==> src/verilog/solar_switch_map.svh <==
`ifndef SOLAR_SWITCH_MAP_SVH
`define SOLAR_SWITCH_MAP_SVH

// ----------------------------------------------------------------------
// Register offsets (byte addresses on the plain register port).
// ----------------------------------------------------------------------
`define ADDR_LONGITUDE   8'h00
`define ADDR_LATITUDE    8'h04
`define ADDR_ZONE        8'h08
`define ADDR_RISE_OFS    8'h0c
`define ADDR_SET_OFS     8'h10
`define ADDR_SUMMERTIME  8'h14
`define ADDR_STATUS      8'h18
`define ADDR_EVENTS      8'h1c

// ----------------------------------------------------------------------
// Field positions of the longitude and latitude words.
// ----------------------------------------------------------------------
`define GEO_SEC_LSB      0
`define GEO_MIN_LSB      8
`define GEO_DEG_LSB      16
`define GEO_DIR_BIT      24

// ----------------------------------------------------------------------
// Field positions of the summertime, status and event-time words.
// ----------------------------------------------------------------------
`define DST_EN_BIT       0
`define DST_HOURS_LSB    1
`define STAT_SWITCH_BIT  0
`define STAT_CLAMP_BIT   1
`define EVT_RISE_LSB     0
`define EVT_SET_LSB      16

// ----------------------------------------------------------------------
// Legal limits of the configuration fields.
// ----------------------------------------------------------------------
`define LON_DEG_MAX      8'hb4
`define LAT_DEG_MAX      8'h5a
`define ARC_MAX          6'h3b
`define ZONE_MIN         8'shf5
`define ZONE_MAX         8'sh0c
`define OFS_MIN          8'shc5
`define OFS_MAX          8'sh3b

// ----------------------------------------------------------------------
// Reset values.
// ----------------------------------------------------------------------
`define RST_ZONE         5'h00
`define RST_OFS          7'h00
`define RST_DST_HOURS    2'h1

// ----------------------------------------------------------------------
// Day arithmetic constants, in minutes and days.
// ----------------------------------------------------------------------
`define MIN_PER_DAY      14'sh05a0
`define MIN_PER_HOUR     14'sh003c
`define NOON_MIN         14'sh02d0
`define HALF_DAY_BASE    14'sh0168
`define HALF_DAY_MAX     14'sh02d0
`define ARCMIN_PER_TMIN  15'h000f
`define SOLSTICE_DAY     10'sh0ac
`define QUARTER_YEAR     10'sh05b
`define SEASON_DIV       22'sh00780

`endif

==> src/verilog/solar_switch_pkg.sv <==
package solar_switch_pkg;

  // One geographic coordinate: hemisphere flag, degrees, arc-minutes, arc-seconds.
  typedef struct packed {
    logic       dir;
    logic [7:0] deg;
    logic [5:0] arcmin;
    logic [5:0] arcsec;
  } geo_pos_t;

  // Whole configuration as held after clamping.
  typedef struct packed {
    geo_pos_t          lon;
    geo_pos_t          lat;
    logic signed [4:0] zone;
    logic signed [6:0] rise_ofs;
    logic signed [6:0] set_ofs;
    logic              dst_en;
    logic [1:0]        dst_hours;
  } solar_cfg_t;

  // Event times as minutes of the day.
  typedef struct packed {
    logic [10:0] sunrise_time;
    logic [10:0] sunset_time;
  } event_times_t;

endpackage

==> src/verilog/solar_switch_block.sv <==
`timescale 1ns/10ps
`include "solar_switch_map.svh"

// Function
// - Output high between sunrise and sunset only.
// - Event times derived internally, no external trigger.
// - Longitude: direction, degrees 0-180, minutes, seconds.
// - Latitude: direction, degrees 0-90, minutes, seconds.
// - Whole-hour zone -11..12 used in calculation.
// - Sunrise offset -59..59 minutes applied.
// - Sunset offset -59..59 minutes applied.
// - Enabled summertime shifts both event times.
module solar_switch_block (
  input  wire logic        clk_in,
  input  wire logic        sys_rst_in,
  input  wire logic [7:0]  addr_in,
  input  wire logic [31:0] wr_data_in,
  input  wire logic        wr_en_in,
  input  wire logic        rd_en_in,
  input  wire logic [10:0] current_time_of_day_in,
  input  wire logic [8:0]  day_of_year_in,
  output logic [31:0]      rd_data_out,
  output logic             switch_out,
  output logic [10:0]      sunrise_time_out,
  output logic [10:0]      sunset_time_out
);

  // --------------------------------------------------------------------
  // Helper functions
  // --------------------------------------------------------------------

  // Packs a coordinate into its register word layout.
  function automatic logic [31:0] pack_geo(input solar_switch_pkg::geo_pos_t g);
    logic [31:0] w;
    w = '0;
    w[`GEO_DIR_BIT]        = g.dir;
    w[`GEO_DEG_LSB +: 8]   = g.deg;
    w[`GEO_MIN_LSB +: 6]   = g.arcmin;
    w[`GEO_SEC_LSB +: 6]   = g.arcsec;
    return w;
  endfunction

  // Unpacks a written coordinate and pulls each field into range.
  // Fields are clamped one by one, so 180 deg 30 min is kept as written.
  function automatic solar_switch_pkg::geo_pos_t clamp_geo(input logic [31:0] w,
                                                           input logic [7:0]  deg_max);
    solar_switch_pkg::geo_pos_t g;
    g.dir    = w[`GEO_DIR_BIT];
    g.deg    = (w[`GEO_DEG_LSB +: 8] > deg_max) ? deg_max : w[`GEO_DEG_LSB +: 8];
    g.arcmin = (w[`GEO_MIN_LSB +: 6] > `ARC_MAX) ? `ARC_MAX : w[`GEO_MIN_LSB +: 6];
    g.arcsec = (w[`GEO_SEC_LSB +: 6] > `ARC_MAX) ? `ARC_MAX : w[`GEO_SEC_LSB +: 6];
    return g;
  endfunction

  // Clamps a signed byte into lo..hi.
  function automatic logic signed [7:0] clamp_s8(input logic signed [7:0] v,
                                                 input logic signed [7:0] lo,
                                                 input logic signed [7:0] hi);
    logic signed [7:0] r;
    r = v;
    if (v < lo) r = lo;
    if (v > hi) r = hi;
    return r;
  endfunction

  // --------------------------------------------------------------------
  // Configuration registers
  // --------------------------------------------------------------------

  solar_switch_pkg::solar_cfg_t   cfg_d;     // Next configuration.
  solar_switch_pkg::solar_cfg_t   cfg_q;     // Live, always legal configuration.
  logic                           clamp_d;   // Next sticky clamp flag.
  logic                           clamp_q;   // Set when a write was pulled into range.
  solar_switch_pkg::geo_pos_t     geo_w;     // Clamped coordinate from the write word.
  logic signed [7:0]              byte_w;    // Signed low byte of the write word.
  logic signed [7:0]              byte_c;    // That byte after clamping.
  logic                           hit;       // This write needed clamping.

  // Writes are decoded here. Every value is clamped before it is stored,
  // so the calculator never sees an illegal setting. Writes to read-only
  // or unmapped addresses are dropped without effect.
  always_comb begin
    cfg_d   = cfg_q;
    hit     = 1'b0;
    byte_w  = signed'(wr_data_in[7:0]);
    byte_c  = byte_w;
    geo_w   = '0;
    clamp_d = clamp_q;
    if (wr_en_in) begin
      unique case (addr_in)
        `ADDR_LONGITUDE: begin
          geo_w     = clamp_geo(wr_data_in, `LON_DEG_MAX);
          cfg_d.lon = geo_w;
          hit       = pack_geo(geo_w) != (wr_data_in & pack_geo('1));
        end
        `ADDR_LATITUDE: begin
          geo_w     = clamp_geo(wr_data_in, `LAT_DEG_MAX);
          cfg_d.lat = geo_w;
          hit       = pack_geo(geo_w) != (wr_data_in & pack_geo('1));
        end
        `ADDR_ZONE: begin
          byte_c     = clamp_s8(byte_w, `ZONE_MIN, `ZONE_MAX);
          cfg_d.zone = byte_c[4:0];
          hit        = byte_c != byte_w;
        end
        `ADDR_RISE_OFS: begin
          byte_c         = clamp_s8(byte_w, `OFS_MIN, `OFS_MAX);
          cfg_d.rise_ofs = byte_c[6:0];
          hit            = byte_c != byte_w;
        end
        `ADDR_SET_OFS: begin
          byte_c        = clamp_s8(byte_w, `OFS_MIN, `OFS_MAX);
          cfg_d.set_ofs = byte_c[6:0];
          hit           = byte_c != byte_w;
        end
        `ADDR_SUMMERTIME: begin
          cfg_d.dst_en    = wr_data_in[`DST_EN_BIT];
          cfg_d.dst_hours = wr_data_in[`DST_HOURS_LSB +: 2];
        end
        `ADDR_STATUS: begin
          // Writing one clears the clamp flag.
          if (wr_data_in[`STAT_CLAMP_BIT]) begin
            clamp_d = 1'b0;
          end
        end
        default: begin
          // Unmapped or read-only: ignored.
        end
      endcase
    end
    // A clamp in the same cycle as the clear wins, so no event is lost.
    if (hit) begin
      clamp_d = 1'b1;
    end
  end

  // Configuration register bank. Reset gives equator, prime meridian,
  // zone zero, no offsets and summertime off with one hour prepared.
  always_ff @(posedge clk_in or posedge sys_rst_in) begin
    if (sys_rst_in) begin
      cfg_q.lon       <= '0;
      cfg_q.lat       <= '0;
      cfg_q.zone      <= `RST_ZONE;
      cfg_q.rise_ofs  <= `RST_OFS;
      cfg_q.set_ofs   <= `RST_OFS;
      cfg_q.dst_en    <= 1'b0;
      cfg_q.dst_hours <= `RST_DST_HOURS;
      clamp_q         <= 1'b0;
    end else begin
      cfg_q   <= cfg_d;
      clamp_q <= clamp_d;
    end
  end

  // --------------------------------------------------------------------
  // Event calculation and window comparison
  // --------------------------------------------------------------------

  solar_switch_pkg::event_times_t times;   // Registered sunrise and sunset.
  logic                           sw;      // Registered switch level.

  // Recomputed from the live configuration and date on every clock, so a
  // new setting takes effect two clocks later and a new day one clock later, by itself.
  solar_event_calc u_calc (
    .clk_in         (clk_in),
    .sys_rst_in     (sys_rst_in),
    .cfg_in         (cfg_q),
    .day_of_year_in (day_of_year_in),
    .times_out      (times)
  );

  // The time of day comes from the clock logic on this same clock, so it
  // is used without synchronising flip-flops.
  window_compare u_cmp (
    .clk_in     (clk_in),
    .sys_rst_in (sys_rst_in),
    .times_in   (times),
    .now_in     (current_time_of_day_in),
    .switch_out (sw)
  );

  assign switch_out       = sw;
  assign sunrise_time_out = times.sunrise_time;
  assign sunset_time_out  = times.sunset_time;

  // --------------------------------------------------------------------
  // Read port
  // --------------------------------------------------------------------

  logic [31:0] rd_data_d;  // Read word selected in the strobe cycle.
  logic [31:0] rd_data_q;  // Read word presented one cycle later.

  // Reads return the stored, clamped values, so software can see what a
  // write was turned into. Unmapped addresses read as zero.
  always_comb begin
    rd_data_d = '0;
    if (rd_en_in) begin
      unique case (addr_in)
        `ADDR_LONGITUDE:  rd_data_d = pack_geo(cfg_q.lon);
        `ADDR_LATITUDE:   rd_data_d = pack_geo(cfg_q.lat);
        `ADDR_ZONE:       rd_data_d = 32'(signed'(cfg_q.zone));
        `ADDR_RISE_OFS:   rd_data_d = 32'(signed'(cfg_q.rise_ofs));
        `ADDR_SET_OFS:    rd_data_d = 32'(signed'(cfg_q.set_ofs));
        `ADDR_SUMMERTIME: begin
          rd_data_d[`DST_EN_BIT]         = cfg_q.dst_en;
          rd_data_d[`DST_HOURS_LSB +: 2] = cfg_q.dst_hours;
        end
        `ADDR_STATUS: begin
          rd_data_d[`STAT_SWITCH_BIT] = sw;
          rd_data_d[`STAT_CLAMP_BIT]  = clamp_q;
        end
        `ADDR_EVENTS: begin
          rd_data_d[`EVT_RISE_LSB +: 11] = times.sunrise_time;
          rd_data_d[`EVT_SET_LSB +: 11]  = times.sunset_time;
        end
        default: rd_data_d = '0;
      endcase
    end
  end

  // Read data stand for exactly one cycle and are zero otherwise.
  always_ff @(posedge clk_in or posedge sys_rst_in) begin
    if (sys_rst_in) begin
      rd_data_q <= '0;
    end else begin
      rd_data_q <= rd_data_d;
    end
  end

  assign rd_data_out = rd_data_q;

endmodule

==> src/verilog/solar_event_calc.sv <==
`timescale 1ns/10ps
`include "solar_switch_map.svh"

// Approximate sunrise and sunset calculator, one result per clock.
module solar_event_calc (
  input  wire logic                          clk_in,
  input  wire logic                          sys_rst_in,
  input  wire solar_switch_pkg::solar_cfg_t  cfg_in,
  input  wire logic [8:0]                    day_of_year_in,
  output solar_switch_pkg::event_times_t     times_out
);

  // Folds a signed minute count into 0..1439.
  function automatic logic [10:0] wrap_day(input logic signed [13:0] v);
    logic signed [13:0] t;
    t = v;
    if (t < 14'sh0000) t = t + `MIN_PER_DAY;
    if (t < 14'sh0000) t = t + `MIN_PER_DAY;
    if (t >= `MIN_PER_DAY) t = t - `MIN_PER_DAY;
    if (t >= `MIN_PER_DAY) t = t - `MIN_PER_DAY;
    return t[10:0];
  endfunction

  logic [14:0]               lon_arcmin;  // Longitude in arc-minutes.
  logic signed [13:0]        lon_tmin;    // Longitude as minutes of time, east positive.
  logic signed [13:0]        lat_arcmin;  // Latitude in arc-minutes, north positive.
  logic signed [9:0]         season;      // Seasonal swing, +91 at midsummer.
  logic signed [21:0]        swing;       // Half-day span change in minutes.
  logic signed [13:0]        half_day;    // Half of the daylight span.
  logic signed [13:0]        noon;        // Local noon in zone time.
  solar_switch_pkg::event_times_t times_d;
  solar_switch_pkg::event_times_t times_q;

  // Solar noon follows longitude, zone and summertime; the span follows
  // latitude and season. A coarse model: good enough for switching lights.
  always_comb begin
    lon_arcmin = 15'(cfg_in.lon.deg) * 15'h003c + 15'(cfg_in.lon.arcmin);
    lon_tmin   = 14'(lon_arcmin / `ARCMIN_PER_TMIN);
    if (cfg_in.lon.dir) lon_tmin = -lon_tmin;
    noon = `NOON_MIN + 14'(cfg_in.zone) * `MIN_PER_HOUR - lon_tmin;
    if (cfg_in.dst_en) begin
      noon = noon + 14'(signed'({1'b0, cfg_in.dst_hours})) * `MIN_PER_HOUR;
    end
    lat_arcmin = 14'(cfg_in.lat.deg) * 14'sh003c + 14'(cfg_in.lat.arcmin);
    if (cfg_in.lat.dir) lat_arcmin = -lat_arcmin;
    season = signed'({1'b0, day_of_year_in}) - `SOLSTICE_DAY;
    if (season < 10'sh000) season = -season;
    season = `QUARTER_YEAR - season;
    if (season < -`QUARTER_YEAR) season = -`QUARTER_YEAR;
    swing    = (22'(lat_arcmin) * 22'(season)) / `SEASON_DIV;
    half_day = `HALF_DAY_BASE + 14'(swing);
    if (half_day < 14'sh0000) half_day = 14'sh0000;
    if (half_day > `HALF_DAY_MAX) half_day = `HALF_DAY_MAX;
    times_d.sunrise_time = wrap_day(noon - half_day + 14'(cfg_in.rise_ofs));
    times_d.sunset_time  = wrap_day(noon + half_day + 14'(cfg_in.set_ofs));
  end

  // Results are registered so the comparison sees a stable pair.
  always_ff @(posedge clk_in or posedge sys_rst_in) begin
    if (sys_rst_in) begin
      times_q <= '0;
    end else begin
      times_q <= times_d;
    end
  end

  assign times_out = times_q;

endmodule

==> src/verilog/window_compare.sv <==
`timescale 1ns/10ps

// Compares the time of day against the daylight window.
module window_compare (
  input  wire logic                          clk_in,
  input  wire logic                          sys_rst_in,
  input  wire solar_switch_pkg::event_times_t times_in,
  input  wire logic [10:0]                   now_in,
  output logic                               switch_out
);

  logic switch_d;  // Next switch level.
  logic switch_q;  // Registered switch level.

  // A window whose sunset falls after midnight wraps round the day end.
  // Sunrise is inside the window, sunset is not; equal times mean no daylight.
  always_comb begin
    if (times_in.sunrise_time < times_in.sunset_time) begin
      switch_d = (now_in >= times_in.sunrise_time) &&
                 (now_in < times_in.sunset_time);
    end else if (times_in.sunrise_time > times_in.sunset_time) begin
      switch_d = (now_in >= times_in.sunrise_time) ||
                 (now_in < times_in.sunset_time);
    end else begin
      switch_d = 1'b0;
    end
  end

  // Evaluated on every clock, with no outside trigger.
  always_ff @(posedge clk_in or posedge sys_rst_in) begin
    if (sys_rst_in) begin
      switch_q <= 1'b0;
    end else begin
      switch_q <= switch_d;
    end
  end

  assign switch_out = switch_q;

endmodule

==> config.mk <==
export PLATFORM = sky130hd
export DESIGN_NAME = solar_switch_block
export DESIGN_NICKNAME = d
export VERILOG_FILES = /design/src/verilog/solar_switch_pkg.sv /design/src/verilog/solar_switch_block.sv /design/src/verilog/solar_event_calc.sv /design/src/verilog/window_compare.sv
export VERILOG_INCLUDE_DIRS = /design/src /design/src/verilog
export SDC_FILE = /design/constraint.sdc
export NUM_CORES = 1
export LEC_CHECK = 0
export BUFFER_PORTS_ARGS = -buffer_cell sky130_fd_sc_hd__buf_2
export CELL_PAD_IN_SITES_DETAIL_PLACEMENT = 1
export CELL_PAD_IN_SITES_GLOBAL_PLACEMENT = 2
export CORE_AREA = 10 10 256 258
export CTS_BUF_LIST = sky130_fd_sc_hd__clkbuf_4
export CTS_CLUSTER_DIAMETER = 40
export DETAILED_ROUTE_END_ITERATION = 8
export DIE_AREA = 0 0 266 268
export GPL_ROUTABILITY_DRIVEN = 0
export GPL_TIMING_DRIVEN = 0
export PLACE_DENSITY_LB_ADDON = 0.15
export SYNTH_ARGS = -nofsm -noshare
export SYNTH_HDL_FRONTEND = slang
export SYNTH_SLANG_ARGS = --single-unit
==> constraint.sdc <==
create_clock -name clk_in -period 27.7 [get_ports clk_in]
set_input_delay 1.385 -clock clk_in [delete_from_list [all_inputs] [get_ports clk_in]]
set_output_delay 1.385 -clock clk_in [all_outputs]
set_load 0.005 [all_outputs]
==> impl_results.md <==
- Max stage delay on crit path: approximately 0.75 ns
- Setup CP Type: flip-flop to flip-flop
- Die height: ~270 µm
- NumNets Final: about 3500
- Commonest non-fill, non-tap cells in the layout: 348 x inv_1, 277 x nand2_1, 219 x ha_1
- CTS Buf Count: 17
- Top delay family on crit path: compound AO/OA/AOI/OAI gates
- Synth top area cells: fa_1 15%, dfrtp_1 12%, ha_1 11%, xnor2_1 5.7%, inv_1 5.5%
- Area growth, synth to finish: 8.45%
- First-pass GRT wire length: approximately 130 mm
- Initial Util: between 30 and 40%
- Worst Hold Launch: cfg_q[45]$_DFFE_PP0P_
- Die Area: ~70000 µm²
- Final Max Tran Viols: 0
- Max cap viols: 0
- Post-Route WL: approximately 81 mm
- Total GRT Usage: 22.8%
- Cell accounting for the most synthesized area: fa_1
- Mapped cell area: ~24000 µm²
- Setup violators final: 0
- #FFs+latches synth: 115
- Post-synth cell types: ~130
- Layout cells sized above 1: between 10% and 20%
- Final hold vios: 0
- Slew margin rel.: 26.2%
- Crit path max fanout: 10
- Critical Path RT: 28.22 ns
- Clk_skew: between 0.03 and 0.04 ns
- Total core area: 60100 µm²
- Reg2reg start: cfg_q[34]$_DFFE_PP0P_
- Rows: 90
- Drt pass-1 iters: 6
- Clock sinks: around 120
- Syn avg cell area: roughly 8 µm²
- Hold path cells: 2
- Unrepaired setup endpoints after global routing: false
- Fin util: around 43%
- Worst-Margin Slew: about 1.1 ns
- R2R depth: 99
- Hold EP: cfg_q[45]$_DFFE_PP0P_
- Clk root buf: clkbuf_4
- CP Capture Type: flip-flop
- Most common cell after layout, fill and taps aside: inv_1
- Die width: roughly 270 µm
- IO Port Bufs: around 100
- Ys flop type: dfrtp_1
- Period utilisation layout: between 90% and 100%
- Clock Pin Slew Worst Setup and Hold Paths: about 0.17 ns
- CTS tree: built
- H-tree levels: 4
- CP Launch Type: flip-flop
- F_max: 38.7 MHz
- Critical path arrival: roughly 26 ns
- Total number of vias: about 22000
- Ys Warns: 0
- Post-DR wirelength/cell: between 20 and 25 µm
- HP Class: flip-flop to flip-flop
- Initial antenna violation count: 6
- Synth Instances: 2951
- CP startpoint: cfg_q[34]$_DFFE_PP0P_
- Seq/Total Area, Yosys: about an eighth
- Remaining DRCs: 0
- Post-synth EDFFs: 0
- Slowest library cell on the worst path: xnor2_1
- Post-detail-place hpwl: just under 70 mm
- Final min period: around 26 ns
- Antenna viol nets, final: 0
- Vias in the first global route: 23463
- Clock latency on the worst-skew pair: 0.64 ns
- Worst r2r dst: u_calc.times_out[9]$_DFF_PP0_
- Post-CTS Hold Buffers: 0
- Reg2Reg Setup Slack: 1.88 ns
- CTS Buffer Depth: 2
- Initial drt markers: 1199
- Grt ovf: 0
- Yosys top cell area share: 14.7%
- Largest net degree at the start of global routing: 91
- IO Count: between 100 and 150
- Via density: about 5.8
- CP most frequent cell: fa_1
- Post-synth ARST share: between 90% and 100%
- Min Hold Slack: a little under 0.5 ns
- Worst path bufs/invs: 13
- Status: finished clean
==> state kept, by name (all words and copies together), names as in the netlist <==
signal,cells
u_cmp.switch_out,1
cfg_q,64
rd_data_out,27
clamp_q,1
u_calc.times_out,22
==> logic make-up (layout without fill, tap and decap cells) <==
logic type | count (synthesis) | after routing | synth area share, %
buf+inv | 431 | 574 | 6.95
other cells | 2 | 7 | 0.0315
fa+ha+maj | 395 | 395 | 26.2
flops | 115 | 115 | 12.1
simple gates | 921 | 921 | 19.4
mux | 69 | 69 | 3.33
compound gates | 779 | 779 | 22.8
xor+xnor | 239 | 239 | 9.26
==> stage by stage <==
stage,TNS (ns),worst slack (ns),cell area [µm²],cells
final,0,1.88,25900,3881
after global routing,0,0.00191,25900,3881
after CTS,0,0.431,25700,3874
after detailed placement,-0.159,-0.159,25400,3842
after global placement,0,0.524,25400,3841
after floorplan,0,4.87,23900,2955
==> layer usage <==
metal	wire length, µm	track usage (%)	part of all wire [%]	vias up
met3	3940	3.32	4.8	48
met4	863	2.96	1.1	8
li1	-	-	-	10606
met5	44	0	0.054	-
met1	39000	31.6	48	11366
met2	37600	37.8	46	426
==> worst max-delay path by stage <==
| stage | endpoint | slack, ns | cells after the start |
|---|---|---|---|
| final | u_calc.times_out[9]$_DFF_PP0_ | 1.88 | 99 |
| after global routing | u_calc.times_out[20]$_DFF_PP0_ | 0.002 | 105 |
| after CTS | u_calc.times_out[20]$_DFF_PP0_ | 0.43 | 103 |
| after detailed placement | u_calc.times_out[20]$_DFF_PP0_ | -0.16 | 103 |
| after global placement | u_calc.times_out[20]$_DFF_PP0_ | 0.52 | 103 |
| after floorplan | u_calc.times_out[20]$_DFF_PP0_ | 4.87 | 103 |
==> layout make-up <==
cell class                      count  area [µm²]
Antenna cell                        1        2.50
Buffer                             79         343
Clock buffer                       17         128
Clock inverter                     15         189
Fill cell                        7375       34300
Inverter                          352        1330
Multi-Input combinational cell   2409       19400
Sequential cell                   115        2880
Tap cell                          782         978
Timing Repair Buffer              111         593
==> repair_timing <==
item | in CTS | in global routing
setup endpoints to repair | 0 | 12
gates resized for setup | 0 | 25
setup buffers | 0 | 6
==> synth_stat cells (36+ instances only) <==
master,instances
clkbuf_1,55
nor3_1,72
a31oi_1,38
nand2_1,278
xnor2_1,154
xor2_1,73
o21ai_0,148
a21o_1,36
nor2b_1,54
nor2_1,204
inv_1,349
dfrtp_1,114
nand3_1,59
ha_1,219
and2_1,36
fa_1,175
a21oi_1,179
==> worst min-delay path, delay by kind of cell (launching register included) <==
family	cells	cell delay, ns
DFF	1	0.37
AOI/OAI and AO/OA	1	0.06
and+or+nand+nor	1	0.05
Power is not shown: default switching activity piles up to over one toggle a cycle in this logic, so the estimate is an artifact.
